<file path="src/ssd_pkg.sv">
// Constants for the serial status, data and baud-select block.
// Assumes a byte-wide register port and one system clock.
package ssd_pkg;
  // ----------------------------------------------------------------
  // Register offsets
  // ----------------------------------------------------------------
  localparam logic [7:0] SSD_OFF_DATA = 8'h21;
  localparam logic [7:0] SSD_OFF_CTRL = 8'h22;
  localparam logic [7:0] SSD_OFF_STAT = 8'h23;
  localparam logic [7:0] SSD_OFF_IRQ_STAT = 8'h24;
  localparam logic [7:0] SSD_OFF_IRQ_MASK = 8'h25;
  // ----------------------------------------------------------------
  // Control field positions
  // ----------------------------------------------------------------
  localparam int SSD_CR_IRQ_EN = 7;
  localparam int SSD_CR_OUT_EN = 6;
  localparam int SSD_CR_RATE_HI = 5;
  localparam int SSD_CR_MASTER = 4;
  localparam int SSD_CR_CPOL = 3;
  localparam int SSD_CR_CPHA = 2;
  localparam int SSD_CR_RATE_MID = 1;
  localparam int SSD_CR_RATE_LO = 0;
  // ----------------------------------------------------------------
  // Status field positions and reset values
  // ----------------------------------------------------------------
  localparam int SSD_SR_DONE = 7;
  localparam int SSD_SR_WRITE_COLLISION_FLAG = 6;
  localparam int SSD_SR_MODE_FAULT_FLAG = 4;
  localparam int SSD_IRQ_DONE = 0;
  localparam int SSD_IRQ_MODE_FAULT_FLAG = 1;
  localparam logic [7:0] SSD_CTRL_RST = 8'h00;
  localparam logic [7:0] SSD_STAT_RST = 8'h00;
  localparam logic [1:0] SSD_IRQ_RST = 2'h0;
  // ----------------------------------------------------------------
  // Rate codes {hi, mid, lo} and full-period divide ratios in clocks
  // ----------------------------------------------------------------
  localparam logic [2:0] SSD_RATE_DIV4 = 3'h4;
  localparam logic [2:0] SSD_RATE_DIV8 = 3'h0;
  localparam logic [2:0] SSD_RATE_DIV16 = 3'h1;
  localparam logic [2:0] SSD_RATE_DIV32 = 3'h6;
  localparam logic [2:0] SSD_RATE_DIV64 = 3'h2;
  localparam logic [2:0] SSD_RATE_DIV128 = 3'h3;
  localparam int SSD_DIV4 = 4;
  localparam int SSD_DIV8 = 8;
  localparam int SSD_DIV16 = 16;
  localparam int SSD_DIV32 = 32;
  localparam int SSD_DIV64 = 64;
  localparam int SSD_DIV128 = 128;
  localparam int SSD_HALF_W = 6;
  // Index of the last clock edge in a byte (16 edges per byte)
  localparam logic [3:0] SSD_LAST_EDGE = 4'hf;
  typedef enum logic [0:0] {
    SSD_IDLE = 1'b0,
    SSD_SHIFT = 1'b1
  } ssd_state_t;
endpackage

</file>
<file path="src/ssd_top.sv">
// Serial peripheral: status flags, data buffer and master baud select.
// Assumes synchronous pins and a master that never waits on reads.
//
// Functional notes
// Master clock divides by 4 to 128.
// Transfer done sets flag, irq if enabled.
// Done flag clears: status access, data access.
// Data writes ignored while done flag set.
// Data write while shifting sets collision.
// Slave select low in master sets fault.
// Fault clears: status access, then control write.
// Only data write starts master transfer.
// Received byte copied to buffer; reads return it.
// Data write loads shift register directly.
// Status read-only, resets zero, unused read 0.
// Fault clears output enable and master bits.
// Collision flag never raises an interrupt.
// Collision clears: status read, data read.
`timescale 1ns/10ps
`default_nettype none
module ssd_top
  import ssd_pkg::*;
(
  input wire logic i_clk_sys,
  input wire logic i_reset,
  input wire logic [7:0] i_addr,
  input wire logic [7:0] i_wdata,
  input wire logic i_wr,
  input wire logic i_rd,
  output logic [7:0] o_rdata,
  output logic o_irq,
  input wire logic i_ss_n,
  input wire logic i_sck,
  output logic o_sck,
  output logic o_sck_oe,
  input wire logic i_miso,
  output logic o_miso,
  output logic o_miso_oe,
  input wire logic i_mosi,
  output logic o_mosi,
  output logic o_mosi_oe
);
  // ----------------------------------------------------------------
  // State
  // ----------------------------------------------------------------
  logic [7:0] ctrl_reg;
  logic done_reg;
  logic write_collision_flag_reg;
  logic mode_fault_flag_reg;
  logic done_arm_reg;
  logic write_collision_flag_arm_reg;
  logic mode_fault_flag_arm_reg;
  logic [1:0] irq_stat_reg;
  logic [1:0] irq_mask_reg;
  logic [7:0] rx_buf_reg;
  logic [7:0] shift_reg;
  logic capt_reg;
  logic dout_reg;
  logic [3:0] edge_cnt_reg;
  logic sck_lvl_reg;
  logic sck_prev_reg;
  ssd_state_t state_reg;

  // ----------------------------------------------------------------
  // Decode
  // ----------------------------------------------------------------
  logic wr_data, rd_data, wr_ctrl, acc_stat, rd_stat;
  logic master, slave_sel, busy, wr_load, start;
  logic fault_set, done_set, write_collision_flag_set;
  logic tick, slv_edge, edge_ev, lead, sample_in, last_edge;
  logic cpol, cpha;
  logic [2:0] rate_code;

  assign wr_data = i_wr && (i_addr == SSD_OFF_DATA);
  assign rd_data = i_rd && (i_addr == SSD_OFF_DATA);
  assign wr_ctrl = i_wr && (i_addr == SSD_OFF_CTRL);
  assign acc_stat = (i_wr || i_rd) && (i_addr == SSD_OFF_STAT);
  assign rd_stat = i_rd && (i_addr == SSD_OFF_STAT);
  assign master = ctrl_reg[SSD_CR_MASTER];
  assign cpol = ctrl_reg[SSD_CR_CPOL];
  assign cpha = ctrl_reg[SSD_CR_CPHA];
  assign rate_code = {ctrl_reg[SSD_CR_RATE_HI], ctrl_reg[SSD_CR_RATE_MID],
                      ctrl_reg[SSD_CR_RATE_LO]};
  assign slave_sel = ctrl_reg[SSD_CR_OUT_EN] && !master && !i_ss_n;
  assign busy = (state_reg == SSD_SHIFT) || slave_sel;
  assign fault_set = master && !i_ss_n;
  assign wr_load = wr_data && !done_reg && !busy;
  assign write_collision_flag_set = wr_data && busy;
  assign start = wr_load && master && ctrl_reg[SSD_CR_OUT_EN] && !fault_set;

  // ----------------------------------------------------------------
  // Edge sources
  // ----------------------------------------------------------------
  ssd_rate_gen #(
    .HALF_W(SSD_HALF_W)
  ) u_rate (
    .i_clk_sys(i_clk_sys),
    .i_reset(i_reset),
    .i_run(state_reg == SSD_SHIFT),
    .i_code(rate_code),
    .o_tick(tick)
  );

  assign slv_edge = slave_sel && (i_sck != sck_prev_reg);
  assign edge_ev = (state_reg == SSD_SHIFT) ? tick : slv_edge;
  assign lead = !edge_cnt_reg[0];
  assign sample_in = master ? i_miso : i_mosi;
  assign last_edge = edge_ev && (edge_cnt_reg == SSD_LAST_EDGE);
  assign done_set = last_edge;

  // ----------------------------------------------------------------
  // Control register
  // ----------------------------------------------------------------
  always_ff @(posedge i_clk_sys) begin
    if (i_reset) begin
      ctrl_reg <= SSD_CTRL_RST;
    end else begin
      if (wr_ctrl) begin
        ctrl_reg <= i_wdata;
        if (mode_fault_flag_reg && !mode_fault_flag_arm_reg) begin
          ctrl_reg[SSD_CR_OUT_EN] <= i_wdata[SSD_CR_OUT_EN] && ctrl_reg[SSD_CR_OUT_EN];
          ctrl_reg[SSD_CR_MASTER] <= i_wdata[SSD_CR_MASTER] && ctrl_reg[SSD_CR_MASTER];
        end
      end
      if (fault_set) begin
        ctrl_reg[SSD_CR_OUT_EN] <= 1'b0;
        ctrl_reg[SSD_CR_MASTER] <= 1'b0;
      end
    end
  end

  // ----------------------------------------------------------------
  // Status flags and clearing sequences
  // ----------------------------------------------------------------
  always_ff @(posedge i_clk_sys) begin
    if (i_reset) begin
      done_reg <= SSD_STAT_RST[SSD_SR_DONE];
      done_arm_reg <= 1'b0;
    end else begin
      if (done_set) begin
        done_reg <= 1'b1;
      end else if (done_arm_reg && (wr_data || rd_data)) begin
        done_reg <= 1'b0;
      end
      if (done_set || !done_reg || (wr_data || rd_data)) begin
        done_arm_reg <= 1'b0;
      end else if (acc_stat) begin
        done_arm_reg <= 1'b1;
      end
    end
  end

  always_ff @(posedge i_clk_sys) begin
    if (i_reset) begin
      write_collision_flag_reg <= SSD_STAT_RST[SSD_SR_WRITE_COLLISION_FLAG];
      write_collision_flag_arm_reg <= 1'b0;
    end else begin
      if (write_collision_flag_set) begin
        write_collision_flag_reg <= 1'b1;
      end else if (write_collision_flag_arm_reg && rd_data) begin
        write_collision_flag_reg <= 1'b0;
      end
      if (write_collision_flag_set || !write_collision_flag_reg || rd_data) begin
        write_collision_flag_arm_reg <= 1'b0;
      end else if (rd_stat) begin
        write_collision_flag_arm_reg <= 1'b1;
      end
    end
  end

  always_ff @(posedge i_clk_sys) begin
    if (i_reset) begin
      mode_fault_flag_reg <= SSD_STAT_RST[SSD_SR_MODE_FAULT_FLAG];
      mode_fault_flag_arm_reg <= 1'b0;
    end else begin
      if (fault_set) begin
        mode_fault_flag_reg <= 1'b1;
      end else if (mode_fault_flag_arm_reg && wr_ctrl) begin
        mode_fault_flag_reg <= 1'b0;
      end
      if (fault_set || !mode_fault_flag_reg || wr_ctrl) begin
        mode_fault_flag_arm_reg <= 1'b0;
      end else if (acc_stat) begin
        mode_fault_flag_arm_reg <= 1'b1;
      end
    end
  end

  // ----------------------------------------------------------------
  // Interrupt status, mask and output
  // ----------------------------------------------------------------
  always_ff @(posedge i_clk_sys) begin
    if (i_reset) begin
      irq_stat_reg <= SSD_IRQ_RST;
      irq_mask_reg <= SSD_IRQ_RST;
      o_irq <= 1'b0;
    end else begin
      if (i_wr && i_addr == SSD_OFF_IRQ_MASK) begin
        irq_mask_reg <= i_wdata[1:0];
      end
      for (int i = 0; i < 2; i++) begin
        if (i_wr && i_addr == SSD_OFF_IRQ_STAT && i_wdata[i]) begin
          irq_stat_reg[i] <= 1'b0;
        end
      end
      if (done_set) begin
        irq_stat_reg[SSD_IRQ_DONE] <= 1'b1;
      end
      if (fault_set) begin
        irq_stat_reg[SSD_IRQ_MODE_FAULT_FLAG] <= 1'b1;
      end
      // Collision feeds no interrupt source
      o_irq <= ctrl_reg[SSD_CR_IRQ_EN] && |(irq_stat_reg & irq_mask_reg);
    end
  end

  // ----------------------------------------------------------------
  // Shift engine
  // ----------------------------------------------------------------
  always_ff @(posedge i_clk_sys) begin
    if (i_reset) begin
      state_reg <= SSD_IDLE;
      shift_reg <= 8'h00;
      capt_reg <= 1'b0;
      dout_reg <= 1'b0;
      edge_cnt_reg <= 4'h0;
      sck_lvl_reg <= 1'b0;
      rx_buf_reg <= 8'h00;
      sck_prev_reg <= 1'b0;
    end else begin
      sck_prev_reg <= i_sck;
      if (wr_load) begin
        shift_reg <= i_wdata;
        edge_cnt_reg <= 4'h0;
        sck_lvl_reg <= 1'b0;
        if (!cpha) begin
          dout_reg <= i_wdata[7];
        end
        if (start) begin
          state_reg <= SSD_SHIFT;
        end
      end else if (fault_set && state_reg == SSD_SHIFT) begin
        state_reg <= SSD_IDLE;
        sck_lvl_reg <= 1'b0;
        edge_cnt_reg <= 4'h0;
      end else if (!busy) begin
        edge_cnt_reg <= 4'h0;
      end else if (edge_ev) begin
        edge_cnt_reg <= edge_cnt_reg + 4'h1;
        sck_lvl_reg <= !sck_lvl_reg;
        if (!cpha && lead) begin
          capt_reg <= sample_in;
        end else if (!cpha) begin
          shift_reg <= {shift_reg[6:0], capt_reg};
          dout_reg <= shift_reg[6];
        end else if (lead) begin
          dout_reg <= shift_reg[7];
        end else begin
          shift_reg <= {shift_reg[6:0], sample_in};
        end
        if (last_edge) begin
          state_reg <= SSD_IDLE;
          rx_buf_reg <= cpha ? {shift_reg[6:0], sample_in}
                             : {shift_reg[6:0], capt_reg};
        end
      end
    end
  end

  // ----------------------------------------------------------------
  // Pins
  // ----------------------------------------------------------------
  always_ff @(posedge i_clk_sys) begin
    if (i_reset) begin
      o_sck <= 1'b0;
      o_sck_oe <= 1'b0;
      o_mosi <= 1'b0;
      o_mosi_oe <= 1'b0;
      o_miso <= 1'b0;
      o_miso_oe <= 1'b0;
    end else begin
      o_sck <= cpol ^ sck_lvl_reg;
      o_sck_oe <= ctrl_reg[SSD_CR_OUT_EN] && master;
      o_mosi <= dout_reg;
      o_mosi_oe <= ctrl_reg[SSD_CR_OUT_EN] && master;
      o_miso <= dout_reg;
      o_miso_oe <= slave_sel;
    end
  end

  // ----------------------------------------------------------------
  // Read port
  // ----------------------------------------------------------------
  always_ff @(posedge i_clk_sys) begin
    if (i_reset) begin
      o_rdata <= 8'h00;
    end else if (i_rd) begin
      unique case (i_addr)
        SSD_OFF_DATA: o_rdata <= rx_buf_reg;
        SSD_OFF_CTRL: o_rdata <= ctrl_reg;
        SSD_OFF_STAT: o_rdata <= {done_reg, write_collision_flag_reg, 1'b0, mode_fault_flag_reg, 4'h0};
        SSD_OFF_IRQ_STAT: o_rdata <= {6'h00, irq_stat_reg};
        SSD_OFF_IRQ_MASK: o_rdata <= {6'h00, irq_mask_reg};
        default: o_rdata <= 8'h00;
      endcase
    end else begin
      o_rdata <= 8'h00;
    end
  end
endmodule
`default_nettype wire

</file>
<file path="src/ssd_rate_gen.sv">
// Serial clock edge generator for master mode.
// Assumes i_run drops between bytes so every byte starts on a fresh count.
`timescale 1ns/10ps
`default_nettype none
module ssd_rate_gen
  import ssd_pkg::*;
#(
  parameter int HALF_W = SSD_HALF_W
) (
  input wire logic i_clk_sys,
  input wire logic i_reset,
  input wire logic i_run,
  input wire logic [2:0] i_code,
  output logic o_tick
);
  if (HALF_W < SSD_HALF_W) begin : g_half_w_check
    $error("ssd_rate_gen: HALF_W too small for the slowest rate");
  end

  logic [HALF_W-1:0] half_last;
  logic [HALF_W-1:0] cnt_reg;

  // ----------------------------------------------------------------
  // Half period minus one per rate code
  // ----------------------------------------------------------------
  always_comb begin
    unique case (i_code)
      SSD_RATE_DIV4: half_last = HALF_W'(SSD_DIV4 / 2 - 1);
      SSD_RATE_DIV8: half_last = HALF_W'(SSD_DIV8 / 2 - 1);
      SSD_RATE_DIV16: half_last = HALF_W'(SSD_DIV16 / 2 - 1);
      SSD_RATE_DIV32: half_last = HALF_W'(SSD_DIV32 / 2 - 1);
      SSD_RATE_DIV64: half_last = HALF_W'(SSD_DIV64 / 2 - 1);
      SSD_RATE_DIV128: half_last = HALF_W'(SSD_DIV128 / 2 - 1);
      default: half_last = HALF_W'(SSD_DIV128 / 2 - 1);
    endcase
  end

  always_ff @(posedge i_clk_sys) begin
    if (i_reset || !i_run || cnt_reg >= half_last) begin
      cnt_reg <= '0;
    end else begin
      cnt_reg <= cnt_reg + HALF_W'(1);
    end
  end

  assign o_tick = i_run && (cnt_reg >= half_last);
endmodule
`default_nettype wire

</file>
<file path="config.mk">
export PLATFORM = sky130hd
export DESIGN_NAME = ssd_top
export DESIGN_NICKNAME = d
export VERILOG_FILES = /design/src/ssd_pkg.sv /design/src/ssd_top.sv /design/src/ssd_rate_gen.sv
export SDC_FILE = /design/constraint.sdc
export NUM_CORES = 1
export LEC_CHECK = 0
export BUFFER_PORTS_ARGS = -buffer_cell sky130_fd_sc_hd__clkbuf_2
export CORE_ASPECT_RATIO = 2
export CORE_UTILIZATION = 44
export DETAILED_ROUTE_END_ITERATION = 6
export SETUP_SLACK_MARGIN = 0.1
export SYNTH_ARGS = -nofsm -noshare
export SYNTH_HDL_FRONTEND = slang
export SYNTH_HIERARCHICAL = 1
export SYNTH_SLANG_ARGS = --single-unit
</file>
<file path="constraint.sdc">
create_clock -name i_clk_sys -period 2.9 [get_ports i_clk_sys]
set_input_delay 0.29 -clock i_clk_sys [delete_from_list [all_inputs] [get_ports i_clk_sys]]
set_output_delay 0.29 -clock i_clk_sys [all_outputs]
set_load 0.01 [all_outputs]
</file>
**Yosys cells after proc, flatten, opt, wreduce, memory -nomap -nowiden**

Index checks and enable logic that the tools add are counted.

- Mux-type cells: 38
- Bitwise operators: 6
- Add/sub/neg operators: 2
- Reduce and logical (&&, ||, !) cells: 79
- Equality and inequality tests: 17
- Order comparisons: 1

Operators with widths:

| kind | number |
|---|---|
| $mux W8 | 7 |
| $eq A8 B6 Y1 const B | 5 |
| $pmux W8 S5 | 1 |
| $logic_and A1 B1 Y1 | 31 |
| $pmux W6 S5 | 1 |
| $mux W1 | 29 |
| $reduce_and A5 Y1 | 3 |
| $reduce_bool A2 Y1 | 7 |
| $logic_not A1 Y1 | 12 |
| $reduce_or A2 Y1 | 6 |
| $logic_or A1 B1 Y1 | 11 |
| $reduce_bool A3 Y1 | 3 |
| $add A6 B1 Y6 const B | 1 |
| $eq A3 B3 Y1 const B | 2 |
| $ge A6 B6 Y1 | 1 |
| $ne A2 B2 Y1 const B | 3 |
| $ne A6 B4 Y1 const B | 1 |
| $reduce_and A6 Y1 | 1 |
| $add A4 B1 Y4 const B | 1 |
| $eq A4 B4 Y1 const B | 1 |
| $not A1 Y1 | 4 |
| $reduce_and A4 Y1 | 1 |
| $reduce_or A4 Y1 | 1 |
| $eq A3 B1 Y1 const B | 1 |
| other kinds (9) | 9 |

- Register bits after elaboration: 62
- Input port bits: 24
- Logic and storage cells: 169
- Output and inout port bits: 15

**Depth between registers and ports, before layout**

- Depth in word-level cells: 11
- Gate-level depth with buffers: 12
- Gate-level depth less buffers: 11

**Hierarchy**

The synthesis kept the hierarchy.

By module, submodules not included:

| module | area an instance (um^2) | sequential area each (um^2) | instances | cells each |
|---|---|---|---|---|
| ssd_top | 2483.6 | 1121.1 | 1 | 276 |
| ssd_rate_gen | 382.9 | 120.1 | 1 | 41 |

**Least setup slack after synthesis**

OpenSTA, ideal clock, no wires.

- Path type: register to register
- Start point: register ctrl_reg[5]
- End point: register shift_reg[0]
- Arrival time: 2.270 ns
- Cell stages (with the launch flop): 12
- Path buffers: 1
- Data required time: 2.814 ns
- Setup slack: 0.544 ns
- Library setup time: 0.086 ns
- Clock period less this slack: 2.356 ns
- Cell sequence: dfxtp_1 > o21ai_0 > ha_1 > nand4_1 > o221ai_2 > and2_1 > nand2_1 > o32a_4 > nand2b_4 > buf_6 > mux2i_1 > a211oi_1

- Longest elaborated chain between the ends: 7
- Elaborated cells between the ends (all ways): 11
- Classes of those cells: order compare: 1; eq/ne: 4; mux: 2; reduce/logical: 4

RTL lines:

| element | RTL line | source |
|---|---|---|
| from (decl) | ssd_top.sv:46 | `logic [7:0] ctrl_reg;` |
| from (signal assigned) | ssd_top.sv:119 | `ctrl_reg <= i_wdata;` |
| from (signal, indexed assignment) | ssd_top.sv:121 | `ctrl_reg[SSD_CR_OUT_EN] <= i_wdata[SSD_CR_OUT_EN] && ctrl_reg[SSD_CR_OUT_EN];` |
| from (signal, indexed assignment) | ssd_top.sv:122 | `ctrl_reg[SSD_CR_MASTER] <= i_wdata[SSD_CR_MASTER] && ctrl_reg[SSD_CR_MASTER];` |
| $eq A3 B2 Y1 (tied with other cells) | ssd_rate_gen.sv:27 | `unique case (i_code)` |
| $pmux W6 S5 (*) | ssd_rate_gen.sv:27 |  |
| $ge A6 B6 Y1 (*) | ssd_rate_gen.sv:46 | `assign o_tick = i_run && (cnt_reg >= half_last);` |
| $logic_and A1 B1 Y1 (*) | ssd_rate_gen.sv:46 |  |
| named net tick | ssd_top.sv:70 | `logic tick, slv_edge, edge_ev, lead, sample_in, last_edge;` |
| $mux W1 (*) | ssd_top.sv:105 | `assign edge_ev = (state_reg == SSD_SHIFT) ? tick : slv_edge;` |
| $reduce_bool A2 Y1 (no source line) (*) | -- |  |
| $reduce_and A5 Y1 (no source line) (*) | -- |  |
| to (signal assigned) | ssd_top.sv:233 | `shift_reg <= i_wdata;` |
| to (signal assigned) | ssd_top.sv:254 | `shift_reg <= {shift_reg[6:0], capt_reg};` |
| to (signal assigned) | ssd_top.sv:259 | `shift_reg <= {shift_reg[6:0], sample_in};` |
| to (decl) | ssd_top.sv:56 | `logic [7:0] shift_reg;` |

The timed path passes the listed nets; every way through them passes the cells marked *.
A chain may end at the register's enable or synchronous reset.

**Worst setup path in the final report**

- Start point: register ctrl_reg[0]
- End point: register rx_buf_reg[1]

- Longest elaborated chain between the ends: 7
- Elaborated cells between the ends (all ways): 11
- Classes of those cells: order compare: 1; eq/ne: 4; mux: 2; reduce/logical: 4

RTL lines:

| element | RTL line | source |
|---|---|---|
| $eq A3 B2 Y1 (tied with other cells) | ssd_rate_gen.sv:27 |  |
| $pmux W6 S5 (*) | ssd_rate_gen.sv:27 |  |
| $ge A6 B6 Y1 (*) | ssd_rate_gen.sv:46 |  |
| $logic_and A1 B1 Y1 (*) | ssd_rate_gen.sv:46 |  |
| named net tick | ssd_top.sv:70 |  |
| $mux W1 (*) | ssd_top.sv:105 |  |
| $logic_and A1 B1 Y1 | ssd_top.sv:108 | `assign last_edge = edge_ev && (edge_cnt_reg == SSD_LAST_EDGE);` |
| $reduce_and A5 Y1 (no source line) (*) | -- |  |
| to (signal assigned) | ssd_top.sv:263 | `rx_buf_reg <= cpha ? {shift_reg[6:0], sample_in}` |
| to (decl) | ssd_top.sv:55 | `logic [7:0] rx_buf_reg;` |

Marked as above.

==> results.md <==
- Pin count of the biggest net entering global routing: 27
- IO Pins: 39
- Cts bufs inserted: 9
- Routed vias: 2398
- Average wire per standard cell: between 15 and 20 um
- Leak Pwr: between 1 and 1.5 nW
- Syn Nets: between 300 and 400
- CP Class: register to register
- Nets: 390
- Highest clock rate: 422.7 MHz
- Power Dens Cells: 577.9 mW/mm2
- CTS tree: done
- Critical path required time: around 3.1 ns
- Reg area: 0.001241 mm2
- Hold Violations, Final: 0
- Yosys top cell by area: dfxtp_1
- Overflow after GRT: 0
- Vias in the first global route: 2324
- Slew Viols, Final: 0
- Area fraction of the dominant cell type after synthesis: 0.4330
- Asr flop ratio synth: 0
- Peak VDD IR: 390.1 uV
- Mapped Cells: 317
- Status: finished, final reports clean
- Crit Path Max Fanout: 8
- Largest family of logic cells by synthesized area: simple AND/OR/NAND/NOR gates
- Port-buffer cells: 38
- Slew at the pin closest to its max-slew limit: 0.5847 ns
- Post-synthesis sequential area ratio: 0.4330
- Gr usage total: 0.2332
- Finish-stage setup viols: 0
- Mapped Area: approximately 0.0029 mm2
- Min-Delay Path Class: input port to register
- Number of synthesized register bits: 62
- DIE AREA: just under 0.007 mm2
- Synth area leaders: dfxtp_1, mux2i_1, nor2_1, nand2_1, ha_1
- CTS Hold Buffers Added: 0
- Post-synthesis xor/xnor area fraction: 0.03055
- Layout cell share with drive strength beyond 1: 0.2005
- DRC Markers: 0
- Yosys Warn Count: 6
- Compound-Gate Fraction of Synth Area: 0.1484
- Mux share of post-synthesis cell area: 0.09952
- Htree depth: 3
- Root buffer cell: clkbuf_16
- DR iter-0 viols: 57
- Area share of fa/ha/maj cells after synthesis: 0.03055
- Ys flop type: dfxtp_1
- Commonest non-fill, non-tap cell in the layout: dfxtp_1
- R2r startpoint: ctrl_reg[0]
- Worst slew margin: 0.6072
- Synth cell types: 47
- Drt first pass iters: 4
- Post-DP HPWL: 5.532 mm
- Die Ht: 116.1 um
- Multi-input logic area: 0.001525 mm2
- Most frequent cells in the layout: dfxtp_1, nor2_1, clkbuf_2, nand2_1, mux2i_1
- Fill count: 609
- Maxcap violations: 0
- CTS max path bufs: 2
- Synth Area in Simple Gates: 0.2230
- Initial Util: 0.4543
- Post-cts resize count: 0
- Die width: ~59 um
- Final Instance Area: approximately 0.0034 mm2
- Number of nets still failing antenna checks after routing: 0
- Placed cell area: between 0.003 and 0.004 mm2
- CTS clk-pin slew, worst paths: 0.05 ns
- Core Box Area: roughly 0.0063 mm2
- Via-per-instance ratio: between 5 and 6
- Fin crit period: 2.366 ns
- First-pass GRT wire length: around 11 mm
- CP Launch Type: register
- RSZ-0062 raised after global routing: false
- Layout area overhead: 20.17%
- Clock latency at the later pin of the worst-skew pair: 0.33 ns
- Setup Buffers After CTS: 0
- Critical Path AT: 2.56 ns
- Hold path start: i_wdata[3]
- DRT Wirelength: between 7 and 8 mm
- Clk sinks: 62
- Rows: slightly above 40
- Setup TNS: 0 ns
- Max Clock Skew: between 0.004 and 0.005 ns
- Critical path origin: ctrl_reg[0]
- Crit end category: register
- Initial antenna violation count: 0
- Tcrit/Tclk final: 0.8159
- Routability cong.: 0.8984
- Diode count: 0
- Mean post-synth cell area: 9.043 um2
- EDFF count, synth: 0
## layout make-up
cell class	instances	area share
Sequential cell	62	0.3603
Inverter	9	0.009807
Clock buffer	12	0.07446
Timing Repair Buffer	44	0.06829
Multi-Input combinational cell	233	0.4428
Clock inverter	4	0.01308
Tap cell	86	0.03124
## power by group
group | internal [W] | total (W) | switching [W]
Clock | 0.000706 | 0.00107 | 0.000362
Sequential | 0.000855 | 0.000855 | 0.000000879
Combinational | 0.0000228 | 0.0000672 | 0.0000444
Total | 0.00158 | 0.00199 | 0.000407
## routing by layer
| metal | global-route usage | wire length, um |
|---|---|---|
| met3 | 0.05205 | 220 |
| met1 | 0.2415 | 2782 |
| met2 | 0.3955 | 3669 |
| met5 | 0 | 0 |
| met4 | 0.1810 | 467 |
## cell usage after synthesis (3+ instances only)
cell type / n
a21oi_1: 15
a211oi_1: 9
mux2i_1: 24
dfxtp_1: 62
nor2b_1: 8
mux2_2: 4
nor2_1: 49
and2_1: 3
nand4_1: 4
nand2b_1: 4
nand3_1: 4
nand2_1: 24
inv_1: 9
or3_1: 3
xnor2_1: 5
nor4_1: 3
a22oi_1: 9
o21ai_0: 14
nor3_1: 10
ha_1: 7
xor2_1: 5
clkbuf_1: 6
nor3b_1: 4
## through the flow
stage / setup WS [ns] / std cells / total power [W] / hold WS [ns] / utilization
after floorplan: 0.5443 / 317 / 0.0009052 / 0.3837 / -
after global placement: 0.5728 / 434 / 0.0009393 / 0.4510 / 0.4981
after detailed placement: 0.5163 / 434 / 0.0009400 / 0.4568 / 0.4981
after CTS: 0.5015 / 450 / 0.002016 / 0.1980 / 0.5459
after global routing: 0.2922 / 450 / 0.002048 / 0.2221 / 0.5459
final: 0.5340 / 450 / 0.001991 / 0.2054 / 0.5459
## worst max-delay path, stage by stage (launching register included)
cell	delay, ns
dfxtp_1	0.40
nor2_1	0.09
and2_1	0.17
ha_1	0.26
a21oi_1	0.07
o221ai_2	0.18
and2_1	0.16
nand2_1	0.11
o31ai_4	0.16
nand3_2	0.34
mux2i_1	0.24
nor2_1	0.05
## path summary, 6_finish.rpt
kind	end	slack [ns]	depth (start not counted)
max reg2reg	rx_buf_reg[1]	0.53	11
max	rx_buf_reg[1]	0.53	11
min	ctrl_reg[3]	0.21	3
min reg2reg	mode_fault_flag_arm_reg	0.46	2
## logic make-up (layout without fill, tap and decap cells)
logic type,Yosys count,in the layout
flops,62,62
simple gates,128,128
mux,28,28
buf+inv,22,69
fa+ha+maj,7,7
xor+xnor,10,10
compound gates,60,60
(Power assumes the default switching activity.)
